$ cat src/verilog/cap_pkg.sv
package cap_pkg;
	// Channel count and status width
	localparam int CAP_NCH = 2;
	localparam int CAP_NST = CAP_NCH + 1;
	// Register offsets
	localparam logic [3:0] ADDR_CNT_LO = 4'h0;
	localparam logic [3:0] ADDR_CNT_HI = 4'h1;
	localparam logic [3:0] ADDR_PWM_CFG = 4'h2;
	localparam logic [3:0] ADDR_STATUS = 4'h3;
	localparam logic [3:0] ADDR_CLEAR = 4'h4;
	localparam logic [3:0] ADDR_ENABLE = 4'h5;
	localparam logic [3:0] ADDR_CH_BASE = 4'h8;
	// Per-channel offsets inside a four-word slot
	localparam logic [1:0] OFS_MODE = 2'h0;
	localparam logic [1:0] OFS_CPL = 2'h1;
	localparam logic [1:0] OFS_CPH = 2'h2;
	// Field positions
	localparam int MODE_MAT = 0;
	localparam int MODE_PWM = 1;
	localparam int MODE_ECOM = 2;
	localparam int CFG_CYCLE_LENGTH_SELECT = 0;
	localparam int CFG_RUN = 7;
	localparam int STAT_CYCLE_OVERFLOW_FLAG = 0;
	localparam int STAT_EV0 = 1;
	// Encodings and masks
	localparam logic [1:0] CYCLE_LENGTH_SELECT_8BIT = 2'h0;
	localparam logic [7:0] LO_MAX = 8'hFF;
	localparam logic [7:0] LO_ZERO = 8'h00;
	localparam logic [7:0] CFG_WMASK = 8'h83;
	// Values after reset
	localparam logic [7:0] RST_CFG = 8'h00;
	localparam logic [7:0] RST_MODE = 8'h00;
	localparam logic [7:0] RST_CMP = 8'h00;
	localparam logic [7:0] RST_RDATA = 8'h00;
	localparam logic [15:0] RST_COUNT = 16'h0000;
	// Timebase cycles in one 8-bit period
	localparam int PWM8_PERIOD = 256;

	// Address of one channel register
	function automatic logic [3:0] cap_ch_addr(input int ch, input logic [1:0] ofs);
		cap_ch_addr = ADDR_CH_BASE + {ch[1:0], ofs};
	endfunction : cap_ch_addr

	// Channel runs 8-bit PWM
	function automatic logic cap_is_pwm8(input logic [7:0] mode, input logic [1:0] cycle_length_select);
		cap_is_pwm8 = mode[MODE_ECOM] && mode[MODE_PWM] && (cycle_length_select == CYCLE_LENGTH_SELECT_8BIT);
	endfunction : cap_is_pwm8
endpackage : cap_pkg

$ cat src/verilog/cap_tb_if.sv
`timescale 1ns/1ps
// Timebase shared by all channels
interface cap_tb_if;
	logic [15:0] count; // Current count
	logic [15:0] count_next; // Count after this edge
	logic wrap; // Low byte rolls over at this edge
	modport src (output count, output count_next, output wrap);
	modport snk (input count, input count_next, input wrap);
endinterface : cap_tb_if

$ cat src/verilog/cap_pwm.sv
// Design decisions made here: the strobed register port and the placing of the registers.
`timescale 1ns/1ps
// Functional notes
// - All channels in PWM modes share one cycle length select field.
// - Other channels keep their own mode registers, set independently.
// - In 8-bit PWM the pin goes high when low byte equals compare.
// - In 8-bit PWM the pin goes low when the low byte overflows.
// - In 8-bit PWM, on low byte rollover the compare low byte reloads from the high byte.
// - 8-bit PWM needs comparator enable, PWM select and length select zero.
// - With match flag enable set, each rising output edge sets event flag.
// - Each low byte overflow sets the overflow flag, every 256 cycles.
// - Writing the compare low byte clears comparator enable.
// - Writing the compare high byte sets comparator enable.
// - High time is 256 minus compare high; zero means always high.
// - Comparator enable cleared gives a constantly low output.
module cap_pwm (
	input wire logic sys_clk, // 10 MHz clock, also timebase
	input wire logic srst, // Synchronous reset, active high
	input wire logic [3:0] reg_addr, // Register address
	input wire logic [7:0] reg_wdata, // Write data
	input wire logic reg_wr, // Write strobe
	input wire logic reg_rd, // Read strobe
	output logic [7:0] reg_rdata, // Read data, cycle after strobe
	output logic [cap_pkg::CAP_NCH-1:0] module_output_pin, // PWM outputs
	output logic irq // Interrupt level
);
	import cap_pkg::*;

	typedef struct packed {
		logic [7:0] cfg;
		logic [CAP_NCH-1:0][7:0] mode;
		logic [CAP_NCH-1:0][7:0] cpl;
		logic [CAP_NCH-1:0][7:0] cph;
		logic [CAP_NST-1:0] status;
		logic [CAP_NST-1:0] enable;
		logic [7:0] rdata;
		logic irq;
	} cap_top_state_t;

	cap_top_state_t s_reg, s_next;
	logic cnt_load;
	logic [CAP_NCH-1:0] ch_evt;
	logic [CAP_NST-1:0] evt;
	logic [CAP_NST-1:0] clr;
	logic [1:0] cycle_length_select;

	cap_tb_if tb_bus();

	// Shared length field for every channel
	assign cycle_length_select = s_reg.cfg[CFG_CYCLE_LENGTH_SELECT +: 2];

	// Software load of the counter low byte
	assign cnt_load = reg_wr && (reg_addr == ADDR_CNT_LO);

	// Timebase counter
	cap_counter u_counter (
		.sys_clk(sys_clk),
		.srst(srst),
		.run(s_reg.cfg[CFG_RUN]),
		.load_lo(cnt_load),
		.load_val(reg_wdata),
		.tb(tb_bus.src)
	);

	// One comparator channel per module
	for (genvar i = 0; i < CAP_NCH; i++) begin : g_ch
		cap_channel u_channel (
			.sys_clk(sys_clk),
			.srst(srst),
			.tb(tb_bus.snk),
			.mode(s_reg.mode[i]),
			.cycle_length_select(cycle_length_select),
			.cpl(s_reg.cpl[i]),
			.cph(s_reg.cph[i]),
			.pin(module_output_pin[i]),
			.match_evt(ch_evt[i])
		);
	end

	// Event sources and software clears
	assign evt = {ch_evt, tb_bus.wrap};
	assign clr = (reg_wr && reg_addr == ADDR_CLEAR) ? reg_wdata[CAP_NST-1:0] : '0;

	// Next state of the register file
	always_comb begin
		s_next = s_reg;
		s_next.rdata = RST_RDATA;

		// Automatic compare reload at low byte rollover
		for (int i = 0; i < CAP_NCH; i++) begin
			if (tb_bus.wrap && cap_is_pwm8(s_reg.mode[i], cycle_length_select)) begin
				s_next.cpl[i] = s_reg.cph[i];
			end
		end

		// Register writes, after the reload so software wins
		if (reg_wr) begin
			if (reg_addr == ADDR_PWM_CFG) begin
				s_next.cfg = reg_wdata & CFG_WMASK;
			end
			if (reg_addr == ADDR_ENABLE) begin
				s_next.enable = reg_wdata[CAP_NST-1:0];
			end
			for (int i = 0; i < CAP_NCH; i++) begin
				// Whole mode byte kept per channel
				if (reg_addr == cap_ch_addr(i, OFS_MODE)) begin
					s_next.mode[i] = reg_wdata;
				end
				// Low byte write turns the comparator off
				if (reg_addr == cap_ch_addr(i, OFS_CPL)) begin
					s_next.cpl[i] = reg_wdata;
					s_next.mode[i][MODE_ECOM] = 1'b0;
				end
				// High byte write turns the comparator on
				if (reg_addr == cap_ch_addr(i, OFS_CPH)) begin
					s_next.cph[i] = reg_wdata;
					s_next.mode[i][MODE_ECOM] = 1'b1;
				end
			end
		end

		// Sticky flags, a new event beats a clear
		s_next.status = (s_reg.status & ~clr) | evt;

		// Interrupt level from enabled flags
		s_next.irq = |(s_next.status & s_next.enable);

		// Read mux, data valid one cycle after the strobe
		if (reg_rd) begin
			unique case (reg_addr)
				ADDR_CNT_LO: s_next.rdata = tb_bus.count[7:0];
				ADDR_CNT_HI: s_next.rdata = tb_bus.count[15:8];
				ADDR_PWM_CFG: s_next.rdata = s_reg.cfg;
				ADDR_STATUS: s_next.rdata = 8'(s_reg.status);
				ADDR_ENABLE: s_next.rdata = 8'(s_reg.enable);
				default: begin
					s_next.rdata = RST_RDATA;
					for (int i = 0; i < CAP_NCH; i++) begin
						if (reg_addr == cap_ch_addr(i, OFS_MODE)) begin
							s_next.rdata = s_reg.mode[i];
						end
						if (reg_addr == cap_ch_addr(i, OFS_CPL)) begin
							s_next.rdata = s_reg.cpl[i];
						end
						if (reg_addr == cap_ch_addr(i, OFS_CPH)) begin
							s_next.rdata = s_reg.cph[i];
						end
					end
				end
			endcase
		end
	end

	// State register
	always_ff @(posedge sys_clk) begin
		if (srst) begin
			s_reg.cfg <= RST_CFG;
			s_reg.mode <= {CAP_NCH{RST_MODE}};
			s_reg.cpl <= {CAP_NCH{RST_CMP}};
			s_reg.cph <= {CAP_NCH{RST_CMP}};
			s_reg.status <= '0;
			s_reg.enable <= '0;
			s_reg.rdata <= RST_RDATA;
			s_reg.irq <= 1'b0;
		end else begin
			s_reg <= s_next;
		end
	end

	// Outputs straight from flip-flops
	assign reg_rdata = s_reg.rdata;
	assign irq = s_reg.irq;
endmodule : cap_pwm

$ cat src/verilog/cap_counter.sv
`timescale 1ns/1ps
module cap_counter (
	input wire logic sys_clk, // System clock
	input wire logic srst, // Synchronous reset
	input wire logic run, // Count enable
	input wire logic load_lo, // Software writes low byte
	input wire logic [7:0] load_val, // Value written
	cap_tb_if.src tb // Timebase to channels
);
	import cap_pkg::*;

	typedef struct packed {
		logic [15:0] count;
		logic [8:0] gap;
		logic steady;
	} cap_cnt_state_t;

	cap_cnt_state_t s_reg, s_next;
	logic wrap;

	// Low byte rolls over on a counting edge
	assign wrap = run && !load_lo && (s_reg.count[7:0] == LO_MAX);

	// Next count, software load wins
	always_comb begin
		s_next = s_reg;
		if (load_lo) begin
			s_next.count[7:0] = load_val;
		end else if (run) begin
			s_next.count = s_reg.count + 16'h0001;
		end
		s_next.gap = wrap ? 9'h000 : s_reg.gap + 9'h001;
		s_next.steady = wrap ? 1'b1 : (s_reg.steady && run && !load_lo);
	end

	always_ff @(posedge sys_clk) begin
		if (srst) begin
			s_reg.count <= RST_COUNT;
			s_reg.gap <= 9'h000;
			s_reg.steady <= 1'b0;
		end else begin
			s_reg <= s_next;
		end
	end

	assign tb.count = s_reg.count;
	assign tb.count_next = s_next.count;
	assign tb.wrap = wrap;
endmodule : cap_counter

$ cat src/verilog/cap_channel.sv
`timescale 1ns/1ps
module cap_channel (
	input wire logic sys_clk, // System clock
	input wire logic srst, // Synchronous reset
	cap_tb_if.snk tb, // Shared timebase
	input wire logic [7:0] mode, // Module mode register
	input wire logic [1:0] cycle_length_select, // Shared cycle length select
	input wire logic [7:0] cpl, // Compare low byte
	input wire logic [7:0] cph, // Compare high byte
	output logic pin, // Module output pin
	output logic match_evt // Flag event at this edge
);
	import cap_pkg::*;

	typedef struct packed {
		logic pin;
	} cap_ch_state_t;

	cap_ch_state_t s_reg, s_next;
	logic pwm8;
	logic timer;
	logic hit;

	// Mode decode from the shared length field
	assign pwm8 = cap_is_pwm8(mode, cycle_length_select);
	assign timer = mode[MODE_ECOM] && !mode[MODE_PWM];
	// Compare against the value reloaded at a wrap
	assign hit = tb.count_next[7:0] == (tb.wrap ? cph : cpl);

	// Pin set on match, cleared on wrap
	always_comb begin
		s_next = s_reg;
		if (pwm8) begin
			s_next.pin = hit || (s_reg.pin && !tb.wrap);
		end else begin
			s_next.pin = 1'b0;
		end
		match_evt = mode[MODE_MAT] && ((pwm8 && s_next.pin && !s_reg.pin)
			|| (timer && tb.count_next == {cph, cpl}));
	end

	always_ff @(posedge sys_clk) begin
		if (srst) begin
			s_reg.pin <= 1'b0;
		end else begin
			s_reg <= s_next;
		end
	end

	assign pin = s_reg.pin;
endmodule : cap_channel

$ cat config.mk
export PLATFORM = sky130hd
export DESIGN_NAME = cap_pwm
export DESIGN_NICKNAME = d
export VERILOG_FILES = /design/src/verilog/cap_pkg.sv /design/src/verilog/cap_tb_if.sv /design/src/verilog/cap_pwm.sv /design/src/verilog/cap_counter.sv /design/src/verilog/cap_channel.sv
export SDC_FILE = /design/constraint.sdc
export NUM_CORES = 1
export LEC_CHECK = 0
export BUFFER_PORTS_ARGS = -buffer_cell sky130_fd_sc_hd__buf_2
export CELL_PAD_IN_SITES_DETAIL_PLACEMENT = 0
export CELL_PAD_IN_SITES_GLOBAL_PLACEMENT = 1
export CORE_ASPECT_RATIO = 1.75
export CORE_MARGIN = 4
export CORE_UTILIZATION = 28
export DETAILED_ROUTE_END_ITERATION = 16
export PLACE_DENSITY = 0.54
export SLEW_MARGIN = 20
export SYNTH_ARGS = -nofsm -noshare
export SYNTH_HDL_FRONTEND = slang
export SYNTH_HIERARCHICAL = 1
export SYNTH_SLANG_ARGS = --single-unit
$ cat constraint.sdc
create_clock -name sys_clk -period 4.4 [get_ports sys_clk]
set_input_delay 0.88 -clock sys_clk [delete_from_list [all_inputs] [get_ports sys_clk]]
set_output_delay 0.88 -clock sys_clk [all_outputs]
set_load 0.03 [all_outputs]
After elaboration in Yosys (flattened, before gate mapping)
Cells that the tools add are included.
{"block": "totals", "input_bits": 16, "out_inout_bits": 11, "register_bits": 84, "elab_cells": 113}
{"block": "classes", "n_bitwise": 5, "n_mux": 30, "addsub": 1, "reduce_logical": 45, "n_eq_ne": 16}
{"cell": "$mux 8", "count": 16}
{"cell": "$pmux 8 s5", "count": 1}
{"cell": "$eq 16x16->1", "count": 2}
{"cell": "$mux 32", "count": 1}
{"cell": "$eq 4x4->1 const B", "count": 6}
{"cell": "$logic_and 1x1->1", "count": 22}
{"cell": "$add 16x1->16 const B", "count": 1}
{"cell": "$eq 8x8->1", "count": 2}
{"cell": "$mux 16", "count": 1}
{"cell": "$mux 3", "count": 5}
{"cell": "$reduce_and 2->1", "count": 7}
{"cell": "$eq 4x2->1 const B", "count": 2}
{"cell": "$eq 4x3->1 const B", "count": 2}
{"cell": "$eq 8x8->1 const B", "count": 1}
{"cell": "$and 3x3->3", "count": 2}
{"cell": "$logic_not 1->1", "count": 6}
{"cell": "$mux 1", "count": 6}
{"cell": "$reduce_bool 3->1", "count": 2}
{"cell": "$eq 4x1->1 const B", "count": 1}
{"cell": "$logic_not 4->1", "count": 1}
{"cell": "$logic_or 1x1->1", "count": 4}
{"cell": "$not 3->3", "count": 1}
{"cell": "$or 3x3->3", "count": 1}
{"cell": "$reduce_or 3->1", "count": 1}
{"cell": "other kinds (3)", "count": 3}

Logic depth before layout (Yosys ltp)
Gate-level depths: netlist of run 1.
{"block": "depth", "ltp_word": 16, "ltp_mapped": 16, "depth_no_buf": 14}

Modules after synthesis
Netlist of run 1, hierarchy kept.
{"module": "cap_pwm", "cells_each": 375, "n_inst": 1, "seq_area_each_um2": 1321.3, "area_each_um2": 3355.7}
{"module": "cap_counter", "cells_each": 104, "n_inst": 1, "seq_area_each_um2": 320.3, "area_each_um2": 905.9}
{"module": "cap_channel", "cells_each": 50, "n_inst": 2, "seq_area_each_um2": 20.0, "area_each_um2": 407.9}

Worst setup path before layout of run 1
No wires, ideal clock.
{"block": "synth_timing", "kind": "input -> register", "startpoint": "input port reg_addr[2]", "endpoint": "register, netlist name irq", "path_slack_ns": 0.626, "setup_time_ns": 0.083, "t_required_ns": 4.317, "n_path_buf": 3, "stages": 16, "arrival_time_ns": 3.691, "cell_sequence": "buf_4 -> buf_2 -> nor2_1 -> and3_1 -> nand3b_1 -> nor3_1 -> buf_6 -> mux2i_1 -> xnor2_1 -> nor4_1 -> nand4_1 -> o22ai_1 -> nor2b_1 -> a311oi_1 -> o21ai_0 -> o221ai_1"}
{"block": "synth_between", "elab_chain_cells": 16, "elab_cells_between_ends": 41, "cone_classes": "6 x eq/ne; 9 x mux; 4 x bitwise; 22 x reduce/logical"}
{"element": "start: declaration", "line_no": "cap_pwm.sv:19", "text": "input wire logic [3:0] reg_addr,"}
{"element": "$logic_not 4->1 *", "line_no": "cap_pwm.sv:53", "text": "assign cnt_load = reg_wr && (reg_addr == ADDR_CNT_LO);"}
{"element": "$logic_and 1x1->1 *", "line_no": "cap_pwm.sv:53"}
{"element": "net cnt_load", "line_no": "cap_pwm.sv:41", "text": "logic cnt_load;"}
{"element": "$logic_not 1->1 *"}
{"element": "$logic_and 1x1->1 * (2 in series)", "line_no": "cap_counter.sv:22", "text": "assign wrap = run && !load_lo && (s_reg.count[7:0] == LO_MAX);"}
{"element": "net tb_bus.wrap", "line_no": "cap_tb_if.sv:6", "text": "logic wrap;"}
{"element": "$mux 8 / $logic_not 1->1 (equally long branches)", "line_no": "cap_channel.sv:28, cap_channel.sv:34"}
{"element": "$eq 8x8->1 / $logic_and 1x1->1 (equally long branches)", "line_no": "cap_channel.sv:28, cap_channel.sv:34"}
{"element": "$logic_or 1x1->1 *", "line_no": "cap_channel.sv:34", "text": "s_next.pin = hit || (s_reg.pin && !tb.wrap);"}
{"element": "$mux 1 *", "line_no": "cap_channel.sv:33", "text": "if (pwm8) begin"}
{"element": "$logic_and 1x1->1 * (2 in series)", "line_no": "cap_channel.sv:38", "text": "match_evt = mode[MODE_MAT] && ((pwm8 && s_next.pin && !s_reg.pin)"}
{"element": "$logic_or 1x1->1 *", "line_no": "cap_channel.sv:39", "text": "|| (timer && tb.count_next == {cph, cpl}));"}
{"element": "$logic_and 1x1->1 *", "line_no": "cap_channel.sv:38"}
{"element": "net ch_evt[0]", "line_no": "cap_pwm.sv:42", "text": "logic [CAP_NCH-1:0] ch_evt;"}
{"element": "$or 3x3->3 *", "line_no": "cap_pwm.sv:123", "text": "s_next.status = (s_reg.status & ~clr) | evt;"}
{"element": "$and 3x3->3 *", "line_no": "cap_pwm.sv:126", "text": "s_next.irq = |(s_next.status & s_next.enable);"}
{"element": "$reduce_or 3->1 *", "line_no": "cap_pwm.sv:126"}
The timed path passes the listed nets; every way through them passes the cells marked *.
A chain may end at the register's enable or synchronous reset.

Worst setup path in the final report of run 1
{"block": "layout_timing", "startpoint": "input port reg_wr", "endpoint": "register, netlist name irq"}
{"block": "layout_between", "elab_cells_between_ends": 37, "cone_classes": "4 x eq/ne; 8 x mux; 4 x bitwise; 21 x reduce/logical"}
{"element": "start: declaration", "line_no": "cap_pwm.sv:21", "text": "input wire logic reg_wr,"}
{"element": "$logic_and 1x1->1", "line_no": "cap_pwm.sv:53"}
{"element": "net cnt_load", "line_no": "cap_pwm.sv:41"}
{"element": "$mux 8", "line_no": "cap_counter.sv:27", "text": "if (load_lo) begin"}
{"element": "net tb_bus.count_next[12]", "line_no": "cap_tb_if.sv:5", "text": "logic [15:0] count_next;"}
{"element": "$eq 16x16->1", "line_no": "cap_channel.sv:39"}
{"element": "$logic_and 1x1->1", "line_no": "cap_channel.sv:39"}
{"element": "$logic_or 1x1->1", "line_no": "cap_channel.sv:39"}
{"element": "$logic_and 1x1->1", "line_no": "cap_channel.sv:38"}
{"element": "net ch_evt[0]", "line_no": "cap_pwm.sv:42"}
{"element": "$or 3x3->3", "line_no": "cap_pwm.sv:123"}
{"element": "$and 3x3->3", "line_no": "cap_pwm.sv:126"}
{"element": "$reduce_or 3->1", "line_no": "cap_pwm.sv:126"}
The timed path passes the listed nets, and every way through them passes these cells.

==> out/results.txt, run 1 <==
Critical Path RT -> 4.67 ns
Detail Placement HPWL -> 13.9 mm
Worst R2R End -> irq
Layout cells sized above 1 -> 14.4%
Pwr Density -> 316 nW/um^2
Final net count -> 608
Clk buf depth -> 2
Worst reg2reg startpoint -> s_reg[70]
Fin Setup TNS -> 0 ns
Resized cells post-CTS -> 0
Post-synthesis net count -> 596
Final Non-Filler Cells -> 827
Core Util, Final -> 32.6%
Vias in the first global route -> 4372
Num rows -> 64
# hold bufs at CTS -> 0
Drt first pass iters -> 4
Fin crit period -> 3.80 ns
Cells after synthesis -> 579
Kind of critical path -> in2reg
Synth cell types -> 59
ANT nets after route -> 0
Worst Hold Class -> reg2reg
Initial DRC Count -> 219
Largest delay share family, worst path -> simple AND/OR/NAND/NOR gates
Antenna cell count -> 0
Die H -> 186 microns
PortBufs -> 26
Clk sinks -> 84
Setup Buffers After CTS -> 0
Seq/Total Area, Yosys -> 33.1%
CTS buffer count -> 9
Max Slew Vio Count -> 0
Gpl congestion -> 0.911
Max reg flops -> 55
Total grt overflow -> 0
Most common library cells after synthesis -> 84 x dfxtp_1, 70 x nor2_1, 69 x mux2i_1, 36 x xnor2_1, 26 x xor2_1
Initial antenna violation count -> 0
Rel. slew slack -> 30.0%
GRT Max-Usage Layer -> met2
Crit path depth -> 16
Ys async rst share -> 0%
Post-route clock period utilization -> 86.4%
Vias -> 4359
Worst-path cell chain -> buf_2 -> nor2b_1 -> and3_1 -> nand4b_1 -> nor2_1 -> nand3_1 -> xnor2_1 -> buf_4 -> xor2_1 -> nor4_1 -> nand3_1 -> o22ai_1 -> nor2b_1 -> a311oi_1 -> o21ai_0 -> o221ai_1
Leading area contributor after synthesis -> dfxtp_1
Crit-path max cell delay -> 0.36 ns
# IOs -> 27
First-pass GRT wire length -> 27.5 mm
Clock Skew -> 0.00816 ns
Initial Util -> 28.8%
Leak pwr -> 2.22 nW
CP max-delay cell -> nand4b_1
Root Buffer -> clkbuf_16
VDD IR max -> 0.193 mV
Status -> finished clean
Core Box Area -> 17600 sq um
Share of the synthesized area in the top cell type -> 33.1%
Placed insts -> 811
Clk_lat worst skew -> 0.34 ns
Critical Path AT -> 4.07 ns
Mapped cell area -> 5080 sq um
CTS H-tree lvls -> 3
Post-Syn Area per Cell -> 8.77 sq um
Setup violators final -> 0
Worst Path Max Fanout -> 7
WHS -> 0.495 ns
Synth warn -> 6
Fin. Hold Viols -> 0
Die area -> 20400 sq um
Most used DFF post-synth -> dfxtp_1
Clock-pin slew on the worst setup and hold paths -> 0.06 ns
Met3 Usage GRT -> 2.28%
CTS tree -> done
Reg2Reg Setup Slack -> 0.88 ns
Crit path buf inv count -> 2
Peak Freq -> 263 MHz
Synth top area cells -> dfxtp_1 33%, mux2i_1 14%, xnor2_1 6.2%, nor2_1 5.2%, xor2_1 4.5%
DR WL/cell -> 22.2 microns
Crit path from -> reg_wr
Most common cell in the netlist -> dfxtp_1
Critical Path Sink -> irq
DRC violations left -> 0
Worst hold path depth -> 2
Layout fillers -> 1905
Overall global routing resource usage -> 18.5%
Met2 GRT Util -> 33.5%
Vias per Instance -> 5.27
Grt met1 use -> 19.9%
R2R depth -> 11
Number of flops mapped to enable cells by yosys -> 0
Actual slew at the worst max-slew pin -> 1.04 ns
Maxcap violations -> 0
DRT Wirelength -> 18.3 mm
Die W -> 110 microns
Largest net degree at the start of global routing -> 50
Area Growth Syn to Fin -> 13.0%
RSZ-0062 raised after global routing -> false
Synth Register Bits -> 84
CP endpoint kind -> flop
Startpoint Class -> primary input
==> worst min-delay path, delay by kind of cell, from the launching register on <==
family,cells,cell delay [ns]
DFF,1,0.32
muxes,1,0.07
and+or+nand+nor,1,0.07
==> layer usage <==
layer | wire length [microns] | up-vias
li1 | - | 2087
met1 | 6900 | 2111
met2 | 9710 | 112
met3 | 630 | 49
met4 | 1100 | 0
met5 | 0 | -
==> kinds of logic (layout without fill, tap and decap cells) <==
family,count (synthesis),in the layout,synth area share [%]
flops,84,84,33.1
xor+xnor,62,62,10.7
compound gates,105,105,14.6
simple gates,191,191,19.9
fa+ha+maj,1,1,0.246
buf+inv,59,76,5.96
mux,77,77,15.5
==> stage by stage <==
| stage | power, mW | area, sq um | setup WS, ns |
|---|---|---|---|
| after floorplan | 0.914 | 5080 | 0.626 |
| after global placement | 0.978 | 5410 | 0.304 |
| after detailed placement | 0.978 | 5410 | 0.252 |
| after CTS | 1.83 | 5740 | 0.605 |
| after global routing | 1.88 | 5740 | 0.311 |
| final | 1.81 | 5740 | 0.597 |
==> worst min-delay path by stage <==
| stage | to | start | slack, ns |
|---|---|---|---|
| floorplan | s_reg[54] | s_reg[54] | 0.46 |
| global placement | s_reg[54] | s_reg[54] | 0.48 |
| detailed placement | s_reg[53] | s_reg[53] | 0.49 |
| CTS | s_reg[53] | s_reg[53] | 0.51 |
| global route | s_reg[50] | s_reg[50] | 0.53 |
| finish | s_reg[53] | s_reg[53] | 0.50 |
==> cell type report <==
cell class | instances | area [sq um] | share of cell area, %
tap | 231 | 289 | 5.04
clock inverter | 5 | 81.3 | 1.42
multi-input combinational | 436 | 3100 | 54.0
sequential | 84 | 1680 | 29.3
clock buffer | 11 | 253 | 4.40
timing repair buffer | 47 | 288 | 5.01
inverter | 13 | 48.8 | 0.850
==> layout by cell type (no fill, tap or decap), types with 9 or more instances in the layout <==
cell type | netlist | routed
dfxtp_1 | 84 | 84
nor2_1 | 70 | 70
mux2i_1 | 69 | 69
xnor2_1 | 36 | 36
xor2_1 | 26 | 26
buf_2 | 19 | 26
a211oi_1 | 23 | 23
buf_4 | 11 | 21
a21oi_1 | 20 | 20
nand2_1 | 19 | 19
nor2b_1 | 18 | 18
nand3_1 | 16 | 16
o21ai_0 | 14 | 14
nor4_1 | 13 | 13
inv_1 | 12 | 12
nor3_1 | 13 | 12
nand2b_1 | 11 | 11
clkbuf_16 | 0 | 9
==> power by group <==
| group | switching [mW] | total, mW | internal [mW] |
|---|---|---|---|
| sequential | 0.0142 | 0.785 | 0.771 |
| combinational | 0.118 | 0.176 | 0.0587 |
| clock | 0.323 | 0.853 | 0.530 |
Note: power is estimated with default switching activity, not from simulation.
==> inputs of run 2 (changes only) <==
--- a/config.mk
+++ b/config.mk
@@ -12,7 +12,8 @@
 export CORE_MARGIN = 4
 export CORE_UTILIZATION = 28
 export DETAILED_ROUTE_END_ITERATION = 16
-export PLACE_DENSITY = 0.54
+export PLACE_DENSITY_LB_ADDON = 0.1
+export REMOVE_ABC_BUFFERS = 1
 export SLEW_MARGIN = 20
 export SYNTH_ARGS = -nofsm -noshare
 export SYNTH_HDL_FRONTEND = slang
==> run 2 against run 1 <==
Core utilization is 0.22 points lower. Clock skew decreased by 0.0030 ns. Via count is 0.25% higher. Count of clock-buffer cells in the layout increased by 4. Non-clock buffer count unchanged. Critical path depth rose by 2. Critical path type unchanged.
==> out/results.txt, run 2 (synthesis gave the netlist of run 1 again) <==
Grt met1 use -> 20.8% (+0.97 points)
Overall global routing resource usage -> 19.4% (+0.92 points)
Clock Skew -> 0.00521 ns (-0.00295 ns)
Clk_lat worst skew -> 0.35 ns (about the same)
Worst-path cell chain -> buf_2 -> nor2_1 -> buf_4 -> and3_1 -> buf_4 -> nand3b_1 -> nor3_2 -> buf_12 -> xor2_1 -> xnor2_1 -> nand2_1 -> nor4_1 -> nand3_1 -> o22ai_1 -> nor2b_1 -> a311oi_1 -> o21ai_0 -> o221ai_1
Met2 GRT Util -> 35.7% (+2.2 points)
VDD IR max -> 0.134 mV (-31%)
Vias per Instance -> 5.28 (+0.25%)
Detail Placement HPWL -> 14.5 mm (+4.7%)
Die W -> 110 microns (unchanged)
WHS -> 0.502 ns (+0.00698 ns)
CTS tree -> done
Layout cells sized above 1 -> 13.9% (-0.50 points)
Met3 Usage GRT -> 2.42% (+0.14 points)
DR WL/cell -> 23.3 microns (+5.2%)
Vias -> 4370 (+0.25%)
Kind of critical path -> in2reg
Vias in the first global route -> 4309 (-1.4%)
Commonest non-fill, non-tap cell in the layout -> dfxtp_1
Initial DRC Count -> 230 (+5.0%)
DRT Wirelength -> 19.3 mm (+5.2%)
Total grt overflow -> 0 (unchanged)
Initial antenna violation count -> 0 (unchanged)
Gpl congestion -> 0.926 (+1.7%)
Drt first pass iters -> 5 (+1)
Max Slew Vio Count -> 0 (unchanged)
Clk sinks -> 84 (unchanged)
Rel. slew slack -> 28.1% (-2.0 points)
Worst Path Max Fanout -> 20 (+13)
Largest net degree at the start of global routing -> 57 (+14%)
Core Util, Final -> 32.4% (-0.22 points)
Fin crit period -> 3.81 ns (+0.00981 ns)
Clk buf depth -> 2 (unchanged)
Post-route clock period utilization -> 86.7% (+0.22 points)
Die area -> 20400 sq um (unchanged)
# IOs -> 27 (unchanged)
# hold bufs at CTS -> 0 (unchanged)
Core Box Area -> 17600 sq um (unchanged)
Peak Freq -> 262 MHz (-0.26%)
CTS buffer count -> 9 (unchanged)
Worst setup margin -> 0.587 ns (-0.00981 ns)
Power, Total -> 1.71 mW (-5.9%)
DRC violations left -> 0 (unchanged)
Pwr Density -> 299 nW/um^2 (-5.3%)
Area post-placement -> 5420 sq um (+0.23%)
Final Non-Filler Cells -> 827 (unchanged)
Actual slew at the worst max-slew pin -> 1.07 ns (+0.0292 ns)
Final net count -> 608 (unchanged)
Clock-pin slew on the worst setup and hold paths -> 0.06 ns (about the same)
Area Growth Syn to Fin -> 12.3%
Die H -> 186 microns (unchanged)
Status -> finished clean
Setup Slack @ Placement -> 0.212 ns (-0.0402 ns)
Resized cells post-CTS -> 0 (unchanged)
Worst Hold Class -> reg2reg
Fin. Hold Viols -> 0 (unchanged)
CTS H-tree lvls -> 3 (unchanged)
Num rows -> 64 (unchanged)
Initial Util -> 28.8% (unchanged)
Root Buffer -> clkbuf_16
Most frequent cells in the layout -> 84 x dfxtp_1, 70 x nor2_1, 69 x mux2i_1
Maxcap violations -> 0 (unchanged)
PortBufs -> 26 (unchanged)
Setup Buffers After CTS -> 0 (unchanged)
RSZ-0062 raised after global routing -> false
Critical Path RT -> 4.67 ns (about the same)
Largest delay share family, worst path -> simple AND/OR/NAND/NOR gates
Crit path buf inv count -> 4 (+2)
Placed insts -> 811 (unchanged)
Most used cell, CP -> buf_4
First-pass GRT wire length -> 28.3 mm (+3.0%)
Leak pwr -> 2.20 nW (-1.1%)
Startpoint Class -> primary input
Critical Path AT -> 4.08 ns (about the same)
Max reg flops -> 55 (unchanged)
CP max-delay cell -> xor2_1
Crit-path max cell delay -> 0.42 ns (+0.06 ns)
Final Instance Area -> 5700 sq um (-0.68%)
Setup violators final -> 0 (unchanged)
CP endpoint kind -> flop
GRT Max-Usage Layer -> met2
Antenna cell count -> 0 (unchanged)
Fin Setup TNS -> 0 ns (unchanged)
ANT nets after route -> 0 (unchanged)
[run 2: changes by cell type in the layout (fill, tap and decap cells not counted), sizes merged]
cell and change:
clkbuf +4, bufinv -2, clkinvlp -1, inv -1
[run 2: worst paths after layout]
kind | start | endpoint | slack (ns) | depth (start not counted)
worst min register to register | s_reg[53] | s_reg[53] | 0.50 | 2
worst max-delay path | reg_addr[2] | irq | 0.59 | 18
worst min-delay path | s_reg[53] | s_reg[53] | 0.50 | 2
worst max register to register | u_counter/tb.count[0] | irq | 0.94 | 14
[run 2: area by class of cell]
cell class | instances | area, sq um
clock buffers | 15 | 278
fillers | 1933 | 11900
multi-input cells | 436 | 3100
flip-flops and latches | 84 | 1680
repair buffers | 47 | 300
inverters | 13 | 48.8
well taps | 231 | 289
clock inverters | 1 | 5.00
[run 2: where the power goes]
| group | switching (mW) | internal, mW | leakage [nW] |
|---|---|---|---|
| clock | 0.306 | 0.429 | 0.140 |
| sequential | 0.0157 | 0.771 | 0.678 |
| combinational | 0.122 | 0.0617 | 1.38 |
[run 2: layer usage]
layer  vias to the layer above  share of wire (%)
li1                       2088                  -
met1                      2131                 38
met2                       107                 54
met3                        44                2.8
met4                         0                5.0
met5                         -                  0
[run 2: tightest hold or removal path, cell delays in order, from the launching register on]
cell	delay (ns)
dfxtp_1	0.33
mux2i_1	0.07
nor2_1	0.07
